`src/include/csc_pkg.sv`:
```
package csc_pkg;
	// Register addresses within the 7-bit serial address field.
	localparam logic [6:0] ADDR_CRANK = 7'h0A;
	localparam logic [6:0] ADDR_RUN = 7'h0B;
	localparam logic [6:0] ADDR_AUTO = 7'h0C;
	localparam logic [6:0] ADDR_MISC = 7'h0D;
	localparam logic [6:0] ADDR_TACHO = 7'h0E;
	localparam logic [6:0] ADDR_STATUS = 7'h0F;
	localparam logic [7:0] RUN_RESET = 8'h50;
	localparam logic [7:0] CRANK_RESET = 8'h00;
	localparam logic [7:0] AUTO_RESET = 8'h21;
	localparam logic [7:0] MISC_RESET = 8'h00;
	localparam logic [7:0] TACHO_RESET = 8'h00;
	localparam logic [7:0] ZERO_BYTE = 8'h00;
	localparam int MISC_AUTO = 7;
	localparam int MISC_DISABLE = 6;
	localparam int MISC_REF_LOW = 4;
	localparam int MISC_DEGLITCH = 3;
	localparam int MISC_INVERT = 1;
	localparam int THR_HI = 7;
	localparam int THR_LO = 4;
	localparam int BLK_HI = 3;
	localparam int BLK_LO = 0;
	localparam int MANT_HI = 7;
	localparam int MANT_LO = 4;
	localparam int EXP_HI = 3;
	localparam int EXP_LO = 0;
	localparam logic [3:0] THR_MAX = 4'hF;
	localparam int BLANK_SHIFT = 5;
	localparam int DEGL_MUL = 5;
	localparam int DEGL_SHIFT = 9;
	localparam int CLK_MHZ = 125;
	localparam int DECAY_UNIT_NS = 1000;
	localparam int DECAY_UNIT_CYC = (DECAY_UNIT_NS * CLK_MHZ) / 1000;
	localparam int SPI_BITS = 16;
	localparam int SPI_WR_BIT = 15;
	localparam int SPI_ADDR_HI = 14;
	localparam int SPI_ADDR_LO = 8;
	localparam int SPI_ADDR_DONE = 8;
	localparam int STS_CRANK = 0;
	localparam int STS_BLANK = 1;
	localparam int STS_OUT = 2;
endpackage

```
`src/rtl/csc_sync.sv`:
```
`timescale 1ns/100ps
`default_nettype none
module csc_sync #(
	parameter int WIDTH = 1
) (
	input wire logic clk_sys,
	input wire logic reset_n,
	input wire logic [WIDTH-1:0] asyncIn,
	output var logic [WIDTH-1:0] syncOut
);
	logic [WIDTH-1:0] s1Q;
	logic [WIDTH-1:0] s2Q;
	logic [WIDTH-1:0] s3Q;
	logic [WIDTH-1:0] outD;
	logic [WIDTH-1:0] outQ;

	// A change is taken once the second and third stages agree.
	genvar i;
	generate
		for (i = 0; i < WIDTH; i++) begin : gBit
			always_comb begin
				outD[i] = (s2Q[i] == s3Q[i]) ? s3Q[i] : outQ[i];
			end
		end
	endgenerate

	always_ff @(posedge clk_sys or negedge reset_n) begin
		if (!reset_n) begin
			s1Q <= '0;
			s2Q <= '0;
			s3Q <= '0;
			outQ <= '0;
		end else begin
			s1Q <= asyncIn;
			s2Q <= s1Q;
			s3Q <= s2Q;
			outQ <= outD;
		end
	end

	assign syncOut = outQ;
endmodule
`default_nettype wire

```
`src/rtl/csc_spi_slave.sv`:
```
`timescale 1ns/100ps
`default_nettype none
module csc_spi_slave (
	input wire logic clk_sys,
	input wire logic reset_n,
	input wire logic sckIn,
	input wire logic csNIn,
	input wire logic mosiIn,
	input wire logic [7:0] rdData,
	output var logic [6:0] rdAddr,
	output var logic wrStrobe,
	output var logic [6:0] wrAddr,
	output var logic [7:0] wrData,
	output var logic misoOut,
	output var logic misoOe
);
	logic sckQ;
	logic [15:0] shD;
	logic [15:0] shQ;
	logic [4:0] cntD;
	logic [4:0] cntQ;
	logic [7:0] txD;
	logic [7:0] txQ;
	logic misoD;
	logic misoQ;
	logic wrD;
	logic wrQ;
	logic rise;
	logic fall;

	// Mode 0 frames: sample on rising clock, shift out on falling clock.
	always_comb begin
		rise = sckIn && !sckQ;
		fall = !sckIn && sckQ;
		shD = shQ;
		cntD = cntQ;
		txD = txQ;
		misoD = misoQ;
		wrD = 1'b0;
		if (csNIn) begin
			cntD = '0;
			misoD = 1'b0;
		end else if (rise) begin
			shD = {shQ[14:0], mosiIn};
			cntD = cntQ + 5'h01;
			if (cntQ == 5'(csc_pkg::SPI_ADDR_DONE - 1)) begin
				txD = rdData;
			end
			if (cntQ == 5'(csc_pkg::SPI_BITS - 1)) begin
				wrD = shQ[csc_pkg::SPI_WR_BIT - 1];
			end
		end else if (fall && cntQ >= 5'(csc_pkg::SPI_ADDR_DONE)) begin
			misoD = txQ[7];
			txD = {txQ[6:0], 1'b0};
		end
	end

	always_ff @(posedge clk_sys or negedge reset_n) begin
		if (!reset_n) begin
			sckQ <= 1'b0;
			shQ <= '0;
			cntQ <= '0;
			txQ <= '0;
			misoQ <= 1'b0;
			wrQ <= 1'b0;
		end else begin
			sckQ <= sckIn;
			shQ <= shD;
			cntQ <= cntD;
			txQ <= txD;
			misoQ <= misoD;
			wrQ <= wrD;
		end
	end

	// The last address bit is still on the data line when the read word is fetched.
	assign rdAddr = {shQ[5:0], mosiIn};
	assign wrStrobe = wrQ;
	assign wrAddr = shQ[csc_pkg::SPI_ADDR_HI:csc_pkg::SPI_ADDR_LO];
	assign wrData = shQ[7:0];
	assign misoOut = misoQ;
	assign misoOe = !csNIn;
endmodule
`default_nettype wire

```
`src/rtl/crank_sensor_conditioner.sv`:
```
`timescale 1ns/100ps
`default_nettype none
module crank_sensor_conditioner #(
	parameter int CNT_W = 24
) (
	input wire logic clk_sys,
	input wire logic reset_n,
	input wire logic sensorCompIn,
	input wire logic sensorZeroIn,
	input wire logic spiSck,
	input wire logic spiCsN,
	input wire logic spiMosi,
	output var logic spiMiso,
	output var logic spiMisoOe,
	output var logic [3:0] thresholdCode,
	output var logic conditionedPulseOut,
	output var logic tachoDriveOut
);
	// ==========================================================
	// Input synchronisers and serial port
	// ==========================================================
	logic [4:0] syncV;
	logic compS;
	logic zeroS;
	logic [6:0] rdAddr;
	logic [7:0] rdData;
	logic wrStb;
	logic [6:0] wrAddr;
	logic [7:0] wrData;

	csc_sync #(.WIDTH(5)) csc_sync_inst (
		.clk_sys(clk_sys),
		.reset_n(reset_n),
		.asyncIn({spiSck, spiCsN, spiMosi, sensorCompIn, sensorZeroIn}),
		.syncOut(syncV)
	);

	csc_spi_slave csc_spi_slave_inst (
		.clk_sys(clk_sys),
		.reset_n(reset_n),
		.sckIn(syncV[4]),
		.csNIn(syncV[3]),
		.mosiIn(syncV[2]),
		.rdData(rdData),
		.rdAddr(rdAddr),
		.wrStrobe(wrStb),
		.wrAddr(wrAddr),
		.wrData(wrData),
		.misoOut(spiMiso),
		.misoOe(spiMisoOe)
	);

	// ==========================================================
	// Parameter registers
	// ==========================================================
	logic [7:0] runD, runQ, crankD, crankQ, autoD, autoQ;
	logic [7:0] miscD, miscQ, tachoD, tachoQ;

	always_comb begin
		runD = runQ;
		crankD = crankQ;
		autoD = autoQ;
		miscD = miscQ;
		tachoD = tachoQ;
		if (wrStb) begin
			unique case (wrAddr)
				csc_pkg::ADDR_RUN: runD = wrData;
				csc_pkg::ADDR_CRANK: crankD = wrData;
				csc_pkg::ADDR_AUTO: autoD = wrData;
				csc_pkg::ADDR_MISC: miscD = wrData;
				csc_pkg::ADDR_TACHO: tachoD = wrData;
				default: ;
			endcase
		end
	end

	always_ff @(posedge clk_sys or negedge reset_n) begin
		if (!reset_n) begin
			runQ <= csc_pkg::RUN_RESET;
			crankQ <= csc_pkg::CRANK_RESET;
			autoQ <= csc_pkg::AUTO_RESET;
			miscQ <= csc_pkg::MISC_RESET;
			tachoQ <= csc_pkg::TACHO_RESET;
		end else begin
			runQ <= runD;
			crankQ <= crankD;
			autoQ <= autoD;
			miscQ <= miscD;
			tachoQ <= tachoD;
		end
	end

	// ==========================================================
	// Parameter set selection and pulse measurement
	// ==========================================================
	logic crankSel;
	logic [7:0] selSet;
	logic outQ, outD;
	logic blanking;
	logic [CNT_W-1:0] hiCntD, hiCntQ, loCntD, loCntQ;
	logic [CNT_W-1:0] hiLenD, hiLenQ, loLenD, loLenQ;
	logic [CNT_W-1:0] refLen;
	logic [CNT_W-1:0] deglLen;
	logic [CNT_W+3:0] blankProd;
	logic [CNT_W+2:0] deglProd;

	always_comb begin
		crankSel = crankQ != csc_pkg::ZERO_BYTE;
		selSet = crankSel ? crankQ : runQ;
		hiCntD = hiCntQ;
		loCntD = loCntQ;
		hiLenD = hiLenQ;
		loLenD = loLenQ;
		if (outQ) begin
			if (!(&hiCntQ)) begin
				hiCntD = hiCntQ + 1'b1;
			end
		end else if (!(&loCntQ)) begin
			loCntD = loCntQ + 1'b1;
		end
		if (outQ && !outD) begin
			hiLenD = hiCntQ;
			hiCntD = '0;
		end
		if (!outQ && outD) begin
			loLenD = loCntQ;
			loCntD = '0;
		end
		refLen = miscQ[csc_pkg::MISC_REF_LOW] ? loLenQ : hiLenQ;
		deglProd = (CNT_W+3)'(hiLenQ) * (CNT_W+3)'(csc_pkg::DEGL_MUL);
		deglLen = CNT_W'(deglProd >> csc_pkg::DEGL_SHIFT);
	end

	always_ff @(posedge clk_sys or negedge reset_n) begin
		if (!reset_n) begin
			hiCntQ <= '0;
			loCntQ <= '0;
			hiLenQ <= '0;
			loLenQ <= '0;
		end else begin
			hiCntQ <= hiCntD;
			loCntQ <= loCntD;
			hiLenQ <= hiLenD;
			loLenQ <= loLenD;
		end
	end

	// ==========================================================
	// Deglitch filter
	// ==========================================================
	logic compIn;
	logic degD, degQ;
	logic [CNT_W-1:0] degCntD, degCntQ;

	always_comb begin
		compIn = compS ^ miscQ[csc_pkg::MISC_INVERT];
		degD = degQ;
		degCntD = '0;
		if (!miscQ[csc_pkg::MISC_DEGLITCH]) begin
			degD = compIn;
		end else if (compIn != degQ) begin
			// A level must hold for the whole window before it is taken.
			degCntD = degCntQ + 1'b1;
			if (degCntQ >= deglLen) begin
				degD = compIn;
				degCntD = '0;
			end
		end
	end

	always_ff @(posedge clk_sys or negedge reset_n) begin
		if (!reset_n) begin
			degQ <= 1'b0;
			degCntQ <= '0;
		end else begin
			degQ <= degD;
			degCntQ <= degCntD;
		end
	end

	// ==========================================================
	// One-shot blanking and conditioned output
	// ==========================================================
	logic [3:0] blkCodeD, blkCodeQ, thrCodeD, thrCodeQ;
	logic [CNT_W-1:0] blkCntD, blkCntQ, blkLen;

	always_comb begin
		blankProd = (CNT_W+4)'(refLen) * (CNT_W+4)'(blkCodeQ);
		blkLen = CNT_W'(blankProd >> csc_pkg::BLANK_SHIFT);
		blanking = blkCntQ != '0;
		outD = outQ;
		blkCntD = blanking ? blkCntQ - 1'b1 : blkCntQ;
		blkCodeD = blkCodeQ;
		thrCodeD = thrCodeQ;
		// Codes are picked up only between pulses so a running blank is untouched.
		if (!outQ && !blanking) begin
			blkCodeD = selSet[csc_pkg::BLK_HI:csc_pkg::BLK_LO];
			thrCodeD = selSet[csc_pkg::THR_HI:csc_pkg::THR_LO];
		end
		if (miscQ[csc_pkg::MISC_DISABLE]) begin
			outD = 1'b0;
			blkCntD = '0;
		end else if (!blanking && degQ != outQ) begin
			outD = degQ;
			blkCntD = blkLen;
		end
	end

	always_ff @(posedge clk_sys or negedge reset_n) begin
		if (!reset_n) begin
			outQ <= 1'b0;
			blkCntQ <= '0;
			blkCodeQ <= csc_pkg::RUN_RESET[csc_pkg::BLK_HI:csc_pkg::BLK_LO];
			thrCodeQ <= csc_pkg::RUN_RESET[csc_pkg::THR_HI:csc_pkg::THR_LO];
		end else begin
			outQ <= outD;
			blkCntQ <= blkCntD;
			blkCodeQ <= blkCodeD;
			thrCodeQ <= thrCodeD;
		end
	end

	// ==========================================================
	// Automatic threshold with decay
	// ==========================================================
	logic zeroQ;
	logic zeroEdge;
	logic [3:0] thrD, thrQ;
	logic [7:0] unitD, unitQ;
	logic [19:0] stepD, stepQ, stepLen;

	always_comb begin
		zeroEdge = zeroS && !zeroQ;
		stepLen = 20'({16'h0000, autoQ[csc_pkg::MANT_HI:csc_pkg::MANT_LO]} + 20'h00001)
			<< autoQ[csc_pkg::EXP_HI:csc_pkg::EXP_LO];
		unitD = unitQ + 8'h01;
		stepD = stepQ;
		thrD = thrQ;
		if (unitQ == 8'(csc_pkg::DECAY_UNIT_CYC - 1)) begin
			unitD = '0;
			stepD = stepQ + 20'h00001;
		end
		if (!miscQ[csc_pkg::MISC_AUTO]) begin
			thrD = thrCodeQ;
			stepD = '0;
		end else if (zeroEdge) begin
			thrD = csc_pkg::THR_MAX;
			stepD = '0;
		end else if (stepQ >= stepLen) begin
			stepD = '0;
			if (thrQ > thrCodeQ) begin
				thrD = thrQ - 4'h1;
			end else begin
				thrD = thrCodeQ;
			end
		end
	end

	always_ff @(posedge clk_sys or negedge reset_n) begin
		if (!reset_n) begin
			zeroQ <= 1'b0;
			thrQ <= csc_pkg::RUN_RESET[csc_pkg::THR_HI:csc_pkg::THR_LO];
			unitQ <= '0;
			stepQ <= '0;
		end else begin
			zeroQ <= zeroS;
			thrQ <= thrD;
			unitQ <= unitD;
			stepQ <= stepD;
		end
	end

	// ==========================================================
	// Tachometer divider
	// ==========================================================
	logic [7:0] tEdgeD, tEdgeQ;
	logic tachD, tachQ;

	always_comb begin
		tEdgeD = tEdgeQ;
		tachD = tachQ;
		if (tachoQ == csc_pkg::ZERO_BYTE) begin
			tachD = outQ;
			tEdgeD = '0;
		end else if (outD && !outQ) begin
			tEdgeD = tEdgeQ + 8'h01;
			if (tEdgeQ + 8'h01 >= tachoQ) begin
				tEdgeD = '0;
				tachD = !tachQ;
			end
		end
	end

	always_ff @(posedge clk_sys or negedge reset_n) begin
		if (!reset_n) begin
			tEdgeQ <= '0;
			tachQ <= 1'b0;
		end else begin
			tEdgeQ <= tEdgeD;
			tachQ <= tachD;
		end
	end

	// ==========================================================
	// Read-back and outputs
	// ==========================================================
	always_comb begin
		compS = syncV[1];
		zeroS = syncV[0];
		unique case (rdAddr)
			csc_pkg::ADDR_RUN: rdData = runQ;
			csc_pkg::ADDR_CRANK: rdData = crankQ;
			csc_pkg::ADDR_AUTO: rdData = autoQ;
			csc_pkg::ADDR_MISC: rdData = miscQ;
			csc_pkg::ADDR_TACHO: rdData = tachoQ;
			csc_pkg::ADDR_STATUS: rdData = {thrQ, 1'b0, outQ, blanking, crankSel};
			default: rdData = csc_pkg::ZERO_BYTE;
		endcase
	end

	assign thresholdCode = thrQ;
	assign conditionedPulseOut = outQ;
	assign tachoDriveOut = tachQ;
endmodule
`default_nettype wire

```
`config.mk`:
```
export PLATFORM = sky130hd
export DESIGN_NAME = crank_sensor_conditioner
export DESIGN_NICKNAME = d
export VERILOG_FILES = /design/src/include/csc_pkg.sv /design/src/rtl/csc_sync.sv /design/src/rtl/csc_spi_slave.sv /design/src/rtl/crank_sensor_conditioner.sv
export SDC_FILE = /design/constraint.sdc
export NUM_CORES = 1
export LEC_CHECK = 0
export BUFFER_PORTS_ARGS = -buffer_cell sky130_fd_sc_hd__buf_2
export CAP_MARGIN = 20
export CORE_UTILIZATION = 55
export CTS_BUF_LIST = sky130_fd_sc_hd__clkbuf_8 sky130_fd_sc_hd__clkbuf_16
export CTS_CLUSTER_DIAMETER = 120
export DETAILED_ROUTE_END_ITERATION = 8
export PLACE_DENSITY = 0.71
export SYNTH_ARGS = -nofsm -noshare
export SYNTH_HDL_FRONTEND = slang
export SYNTH_SLANG_ARGS = --single-unit
```
`constraint.sdc`:
```
create_clock -name clk_sys -period 6.4 [get_ports clk_sys]
set_input_delay 1.28 -clock clk_sys [delete_from_list [all_inputs] [get_ports clk_sys]]
set_output_delay 1.28 -clock clk_sys [all_outputs]
set_load 0.02 [all_outputs]
```
==> metrics.cfg, run 1 <==
[sta]
tns_ns=0
hold_slack_ns=0.355
min_period_ns=5.28
slew_violations=0
skew_ns=0.0175
fin_crit_sh_pct=82.5
max_slew.worst_pin.slew_ns=1.01
rsz0062_at_grt=false
timing.final.ws_setup_ns=1.12
setup_viol=0
hold_viol=0
slew-limit-headroom_pct=32.7
clock.fmax_mhz=189

[status]
outcome=finished clean

[routing]
drc=0
detail_route.wl_per_cell_um=16.9
vias=13600
drt_iter0_drc=892
drt_pass1_iterations=5
antenna_left=0
vias_per_cell=5.77
totalWireLength_um=40000

[synthesis]
yosysSeqAreaShare_pct=39.3
yosysWarningCount=0
synth_area_mm2=0.0183
synth_top_area_share_pct=38.2
async_flop_share_pct=100
synth_top_cell_by_area=dfrtp_1
avgSynthCellArea_um2=9.68
synth.most_common_cell=dfrtp_1
synthCells=1890
synth.area.top_cells=dfrtp_1, ha_1, mux2_2, nand2_1, fa_1
netlist_top_cells_count=dfrtp_1, nand2_1, nor2_1
synth_seq_cells=287
synthFlopType=dfrtp_1
synth_edf_count=0
synth.distinct_cells=80

[floorplanning]
coreArea_mm2=0.0326
start_util_pct=56.1
die_w_um=184
die_h_um=184
pin_count=15
num_rows=66
die_area_mm2=0.0340

[clock_network]
root_buffer=clkbuf_16
clk_pin_slew_worst_paths_ns=0.06
cts_buffers=31
insertion_delay_ns=0.60
postCtsSetupBuffers=0
cts.htree.levels=1
cts_tree=done
cts_buffer_depth=3
clkSinkCount=287
cts_hold_buf=0
cts-resized-gates=0

[finish]
drive_above_1_share_pct=11.4
area_growth_pct=8.88
diodes=0
fin_area_mm2=0.0199
nNetsFinal=2079
instances_no_fill=2361

[critical_path]
critical_path_class=reg -> reg
path_max_fanout=4
cp.arrival_ns=5.76
reg2reg_depth=17
cp-start-kind=flip-flop
cp.required_ns=6.88
end_kind=flip-flop

[run]
maxCapViolations=0

[hold_path]
min_path_type=reg -> reg
holdPathStages=0

[power_and_ir_drop]
peakVddDrop_uv=249
p_leak_uw=0.00958
p_per_area_mw_per_mm2=229

[placement]
placed_area_mm2=0.0188
pre_cts_ws_ns=1.20
portBuffers=14
dp.cells=2303
dpl.hpwl_um=29300
gp_congestion=0.931

[global_routing]
grt_pass1_wl_um=67900
grt_pass1_vias=13600
gr-total-overflow=0
grt_antenna_before_repair=0
grt_max_degree=125
grtUsageTotal_pct=24.7

final cells by class:
class | count | area [um2]
fill | 2733 | 12700
multi-input combinational | 1463 | 10600
sequential | 287 | 7190
clock buffer | 35 | 831
tap | 442 | 553
inverter | 85 | 319
clock inverter | 23 | 274
timing repair buffer | 26 | 174
cells in the final DEF, fill, tap and decap left out, types with 22 or more instances in the layout:
master / count
a211oi_1: 26
nand3_1: 57
and3_1: 31
o21ai_0: 61
inv_1: 87
mux2_2: 103
clkbuf_16: 31
nor3_1: 22
a21o_1: 30
nand2_1: 257
nor2_1: 175
fa_1: 43
xor2_1: 85
dfrtp_1: 279
a21oi_1: 79
nand4_1: 29
and2_1: 33
xnor2_1: 60
ha_1: 135
worst max-delay path, stage by stage (launching register included):
cell and delay, ns:
dfrtp_1 0.41, ha_1 0.31, ha_1 0.30, a41o_1 0.25, a2111oi_0 0.63, o21ai_0 0.36
a31oi_1 0.30, o21ai_0 0.21, o21ai_0 0.34, a21o_1 0.18, a21bo_2 0.22, ha_1 0.28
a21o_1 0.18, a21oi_1 0.21, and3_1 0.18, a21boi_0 0.28, or3_1 0.19, mux2_2 0.33
layer usage:
layer / up-vias / global-route usage (%) / wire, um
li1: 6611 / - / -
met1: 6692 / 32.8 / 18200
met2: 250 / 41.4 / 18900
met3: 78 / 3.62 / 1630
met4: 0 / 7.73 / 1240
met5: - / 0 / 0
stage by stage:
step | utilization (%) | power (uW)
global route | 61.1 | 4780
floorplan | - | 2500
finish | 61.1 | 4570
detailed placement | 57.7 | 2670
global placement | 57.7 | 2650
CTS | 61.1 | 4620
sequential cells by signal (all words and copies together), names as in the netlist, 8 cells and up:
register	count
autoQ	8
crankQ	8
loCntQ	24
hiCntQ	24
unitQ	8
runQ	8
miscQ	8
blkCntQ	24
tachoQ	8
stepQ	20
degCntQ	24
loLenQ	24
csc_spi_slave_inst.shQ	15
csc_spi_slave_inst.txQ	8
tEdgeQ	8
hiLenQ	24
cell families after synthesis:
kind of cell / Yosys count / share of synthesized area (%)
simple gates: 703 / 18.2
compound gates: 310 / 11.2
flops: 287 / 39.3
fa+ha+maj: 183 / 14.2
xor+xnor: 145 / 6.94
buf+inv: 144 / 3.06
mux: 117 / 7.10
other cells: 1 / 0.0205
worst paths after layout:
kind                                         to                  from  slack, ns
max                                        degQ             hiLenQ[2]       1.12
min                        csc_sync_inst.s2Q[3]  csc_sync_inst.s1Q[3]       0.35
min in group asynchronous            degCntQ[4]               reset_n       0.73
max in group asynchronous           blkCodeQ[1]               reset_n       4.23
max reg2reg                                degQ             hiLenQ[2]       1.12
min reg2reg                csc_sync_inst.s2Q[3]  csc_sync_inst.s1Q[3]       0.35
power by group:
group | switching (uW) | internal, uW
clock | 787 | 1140
combinational | 251 | 207
sequential | 212 | 1970
Note: power is estimated with default switching activity, not from simulation.
==> run 2: changes to the inputs <==
- ABC_AREA: not set -> 1
- PLACE_DENSITY: 0.71 -> 0.73
- clock period: 6.4 -> 4.5 ns (I/O delays scaled with it)
==> run 2 against run 1 <==
Flip-flop and latch count unchanged. Clock power increased by 52%. Setup slack got worse by 0.78 ns. Critical endpoint is now blkCntQ[22]. Largest cell class unchanged.
==> metrics.cfg, run 2 <==
[sta]
clock.fmax_mhz=240  ; +27%
hold_viol=0  ; unchanged
rsz0062_at_grt=false
setup_viol=0  ; unchanged
fin_crit_sh_pct=92.6  ; +10 points
min_period_ns=4.16  ; -1.12 ns
slew_violations=0  ; unchanged
slew-limit-headroom_pct=30.3  ; -2.4 points
skew_ns=0.0159  ; -0.00152 ns
tns_ns=0  ; unchanged
max_slew.worst_pin.slew_ns=1.04  ; +0.0342 ns

[global_routing]
grt_pass1_wl_um=85600  ; +26%
grt_max_degree=92  ; -26%
grt_pass1_vias=17100  ; +26%
grt_antenna_before_repair=0  ; unchanged
grtUsageTotal_pct=29.0  ; +4.4 points
gr-total-overflow=0  ; unchanged

[synthesis]
async_flop_share_pct=100  ; unchanged
synth.distinct_cells=53  ; -34%
synthFlopType=dfrtp_1
netlist_top_cells_count=nand2_1, inv_1, dfrtp_1
synth_seq_cells=287  ; unchanged
yosysWarningCount=0  ; unchanged
synth_area_mm2=0.0199  ; +8.8%
synth_top_area_share_pct=35.1  ; -3.1 points
synth.area.top_cells=dfrtp_1, nand2_1, ha_1, inv_1, o21ai_0
avgSynthCellArea_um2=7.57  ; -22%
synth.most_common_cell=nand2_1
synth_edf_count=0  ; unchanged
synthCells=2630  ; +39%
yosysSeqAreaShare_pct=36.1  ; -3.2 points
synth_top_cell_by_area=dfrtp_1

[clock_network]
clkSinkCount=287  ; unchanged
root_buffer=clkbuf_16
cts_buffer_depth=3  ; unchanged
postCtsSetupBuffers=0  ; unchanged
cts-resized-gates=0  ; unchanged
cts.htree.levels=2  ; +1
cts_tree=done
cts_buffers=35  ; +13%
insertion_delay_ns=0.55  ; -0.05 ns
clk_pin_slew_worst_paths_ns=0.06  ; about the same
cts_hold_buf=0  ; unchanged

[critical_path]
r2r-end=blkCntQ[22]
worstSetupEndpoint=blkCntQ[22]
path_delay_family=adder cells
cp.required_ns=4.93  ; -1.95 ns
crit_chain=inv_2 > or2_2 > o21ai_0 > inv_1 > nand2_1 > fa_1 > inv_1 > fa_1 > ha_1 > nand2_1 > o21ai_0 > a21oi_1 > nor2_1 > nor2_1 > nand3_1 > nand2_1 > o21ai_0 > inv_1
cp-start-kind=flip-flop
cp.arrival_ns=4.59  ; -1.17 ns
crit_buf_inv=4  ; +4
cp_slowest_cell=fa_1
crit_start=miscQ[4]
critical_path_class=reg -> reg
end_kind=flip-flop
reg2reg_depth=18  ; +1
r2r-start=miscQ[4]
r2r_slack_ns=0.34  ; -0.78 ns
max_stage_delay_ns=0.55  ; -0.08 ns
path_max_fanout=25  ; +21
crit_cells=18  ; +1

[finish]
instances_no_fill=3127  ; +32%
nNetsFinal=2825  ; +36%
layout_commonest_cell=nand2_1
final_core_util_pct=60.9  ; -0.20 points
mostFrequentLayoutCells=nand2_1, inv_1, dfrtp_1, nor2_1, o21ai_0
drive_above_1_share_pct=5.59  ; -5.8 points
area_growth_pct=8.79  ; about the same
fill_cells=3229  ; +18%
diodes=0  ; unchanged

[status]
outcome=finished clean

[floorplanning]
pin_count=15  ; unchanged
die_h_um=192  ; +4.2%
die_area_mm2=0.0370  ; +8.7%
start_util_pct=56.0  ; -0.14 points
num_rows=69  ; +4.5%
die_w_um=192  ; +4.2%
coreArea_mm2=0.0356  ; +9.0%

[placement]
gp_congestion=1.00  ; +7.6%
portBuffers=14  ; unchanged
dp.cells=3064  ; +33%
dpl.hpwl_um=39700  ; +36%

[power_and_ir_drop]
peakVddDrop_uv=438  ; +76%
p_per_area_mw_per_mm2=312  ; +36%
p_leak_uw=0.0104  ; +8.5%

[routing]
vias_per_cell=5.65  ; -2.1%
detail_route.wl_per_cell_um=16.5  ; -2.3%
vias=17700  ; +30%
drt_iter0_drc=1432  ; +61%
drc=0  ; unchanged
totalWireLength_um=51700  ; +29%
drt_pass1_iterations=7  ; +2
antenna_left=0  ; unchanged

[hold_path]
holdPathStages=0  ; unchanged
min_path_type=reg -> reg

[run]
maxCapViolations=0  ; unchanged

run 2: cell types whose count changed after synthesis, sizes merged, moves of 36 or more:
cell,before,now
xnor2,60,24
inv,85,354
nor2,178,280
mux2,103,0
o21ai,61,275
nor3,24,71
nand3,58,159
nand2,257,561
a21oi,80,127
run 2: report_power, final:
group | internal [uW] | total (uW) | switching [uW]
logic | 280 | 861 | 581
clock network | 1790 | 2930 | 1140
registers | 2770 | 2970 | 200
run 2: stage by stage:
step | total power [uW] | area [um2] | setup slack, ns | hold WS (ns)
finish | 6760 | 21700 | 0.335 | 0.341
global route | 7050 | 21700 | 0.0266 | 0.360
CTS | 6820 | 21700 | 0.395 | 0.344
detailed placement | 3870 | 20400 | 0.431 | 0.336
global placement | 3840 | 20400 | 0.388 | 0.333
floorplan | 3570 | 19900 | 0.921 | 0.331
run 2: layout make-up:
class,instances,area [um2],area share [%]
inverter,354,1330,6.14
clock buffer,39,931,4.30
tap,461,577,2.66
sequential,287,7190,33.2
timing repair buffer,27,215,0.994
multi-input combinational,1935,11100,51.4
clock inverter,24,278,1.28
run 2: cell families (layout without fill, tap and decap cells):
logic type	count (synthesis)	after routing	synth area share [%]
mux	2	2	0.101
compound gates	456	456	12.2
fa+ha+maj	183	183	13.1
other cells	1	5	0.0188
xor+xnor	111	111	4.88
flops	287	287	36.1
simple gates	1178	1178	25.6
buf+inv	412	444	8.03
run 2: worst reg2reg max path, delay by kind of cell (launching register included):
family          cells  cell delay [ns]
simple gates        7             0.72
buf+inv             4             0.50
compound gates      4             1.01
fa+ha+maj           3             1.45
flops               1             0.38
run 2: worst min path at each step:
stage | from | to | slack (ns)
4_1_cts | csc_sync_inst.s1Q[1] | csc_sync_inst.s2Q[1] | 0.34
2_1_floorplan | csc_sync_inst.s1Q[0] | csc_sync_inst.s2Q[0] | 0.33
5_1_grt | csc_sync_inst.s1Q[4] | csc_sync_inst.s2Q[4] | 0.36
6_report | csc_sync_inst.s1Q[1] | csc_sync_inst.s2Q[1] | 0.34
3_3_place_gp | csc_sync_inst.s1Q[4] | csc_sync_inst.s2Q[4] | 0.33
3_5_place_dp | csc_sync_inst.s1Q[4] | csc_sync_inst.s2Q[4] | 0.34
run 2: routing by layer:
metal  GRT usage (%)  part of all wire (%)
met5               0                     0
met4            12.1                   3.9
met3            3.78                   5.6
met2            47.8                    47
met1            38.4                    43
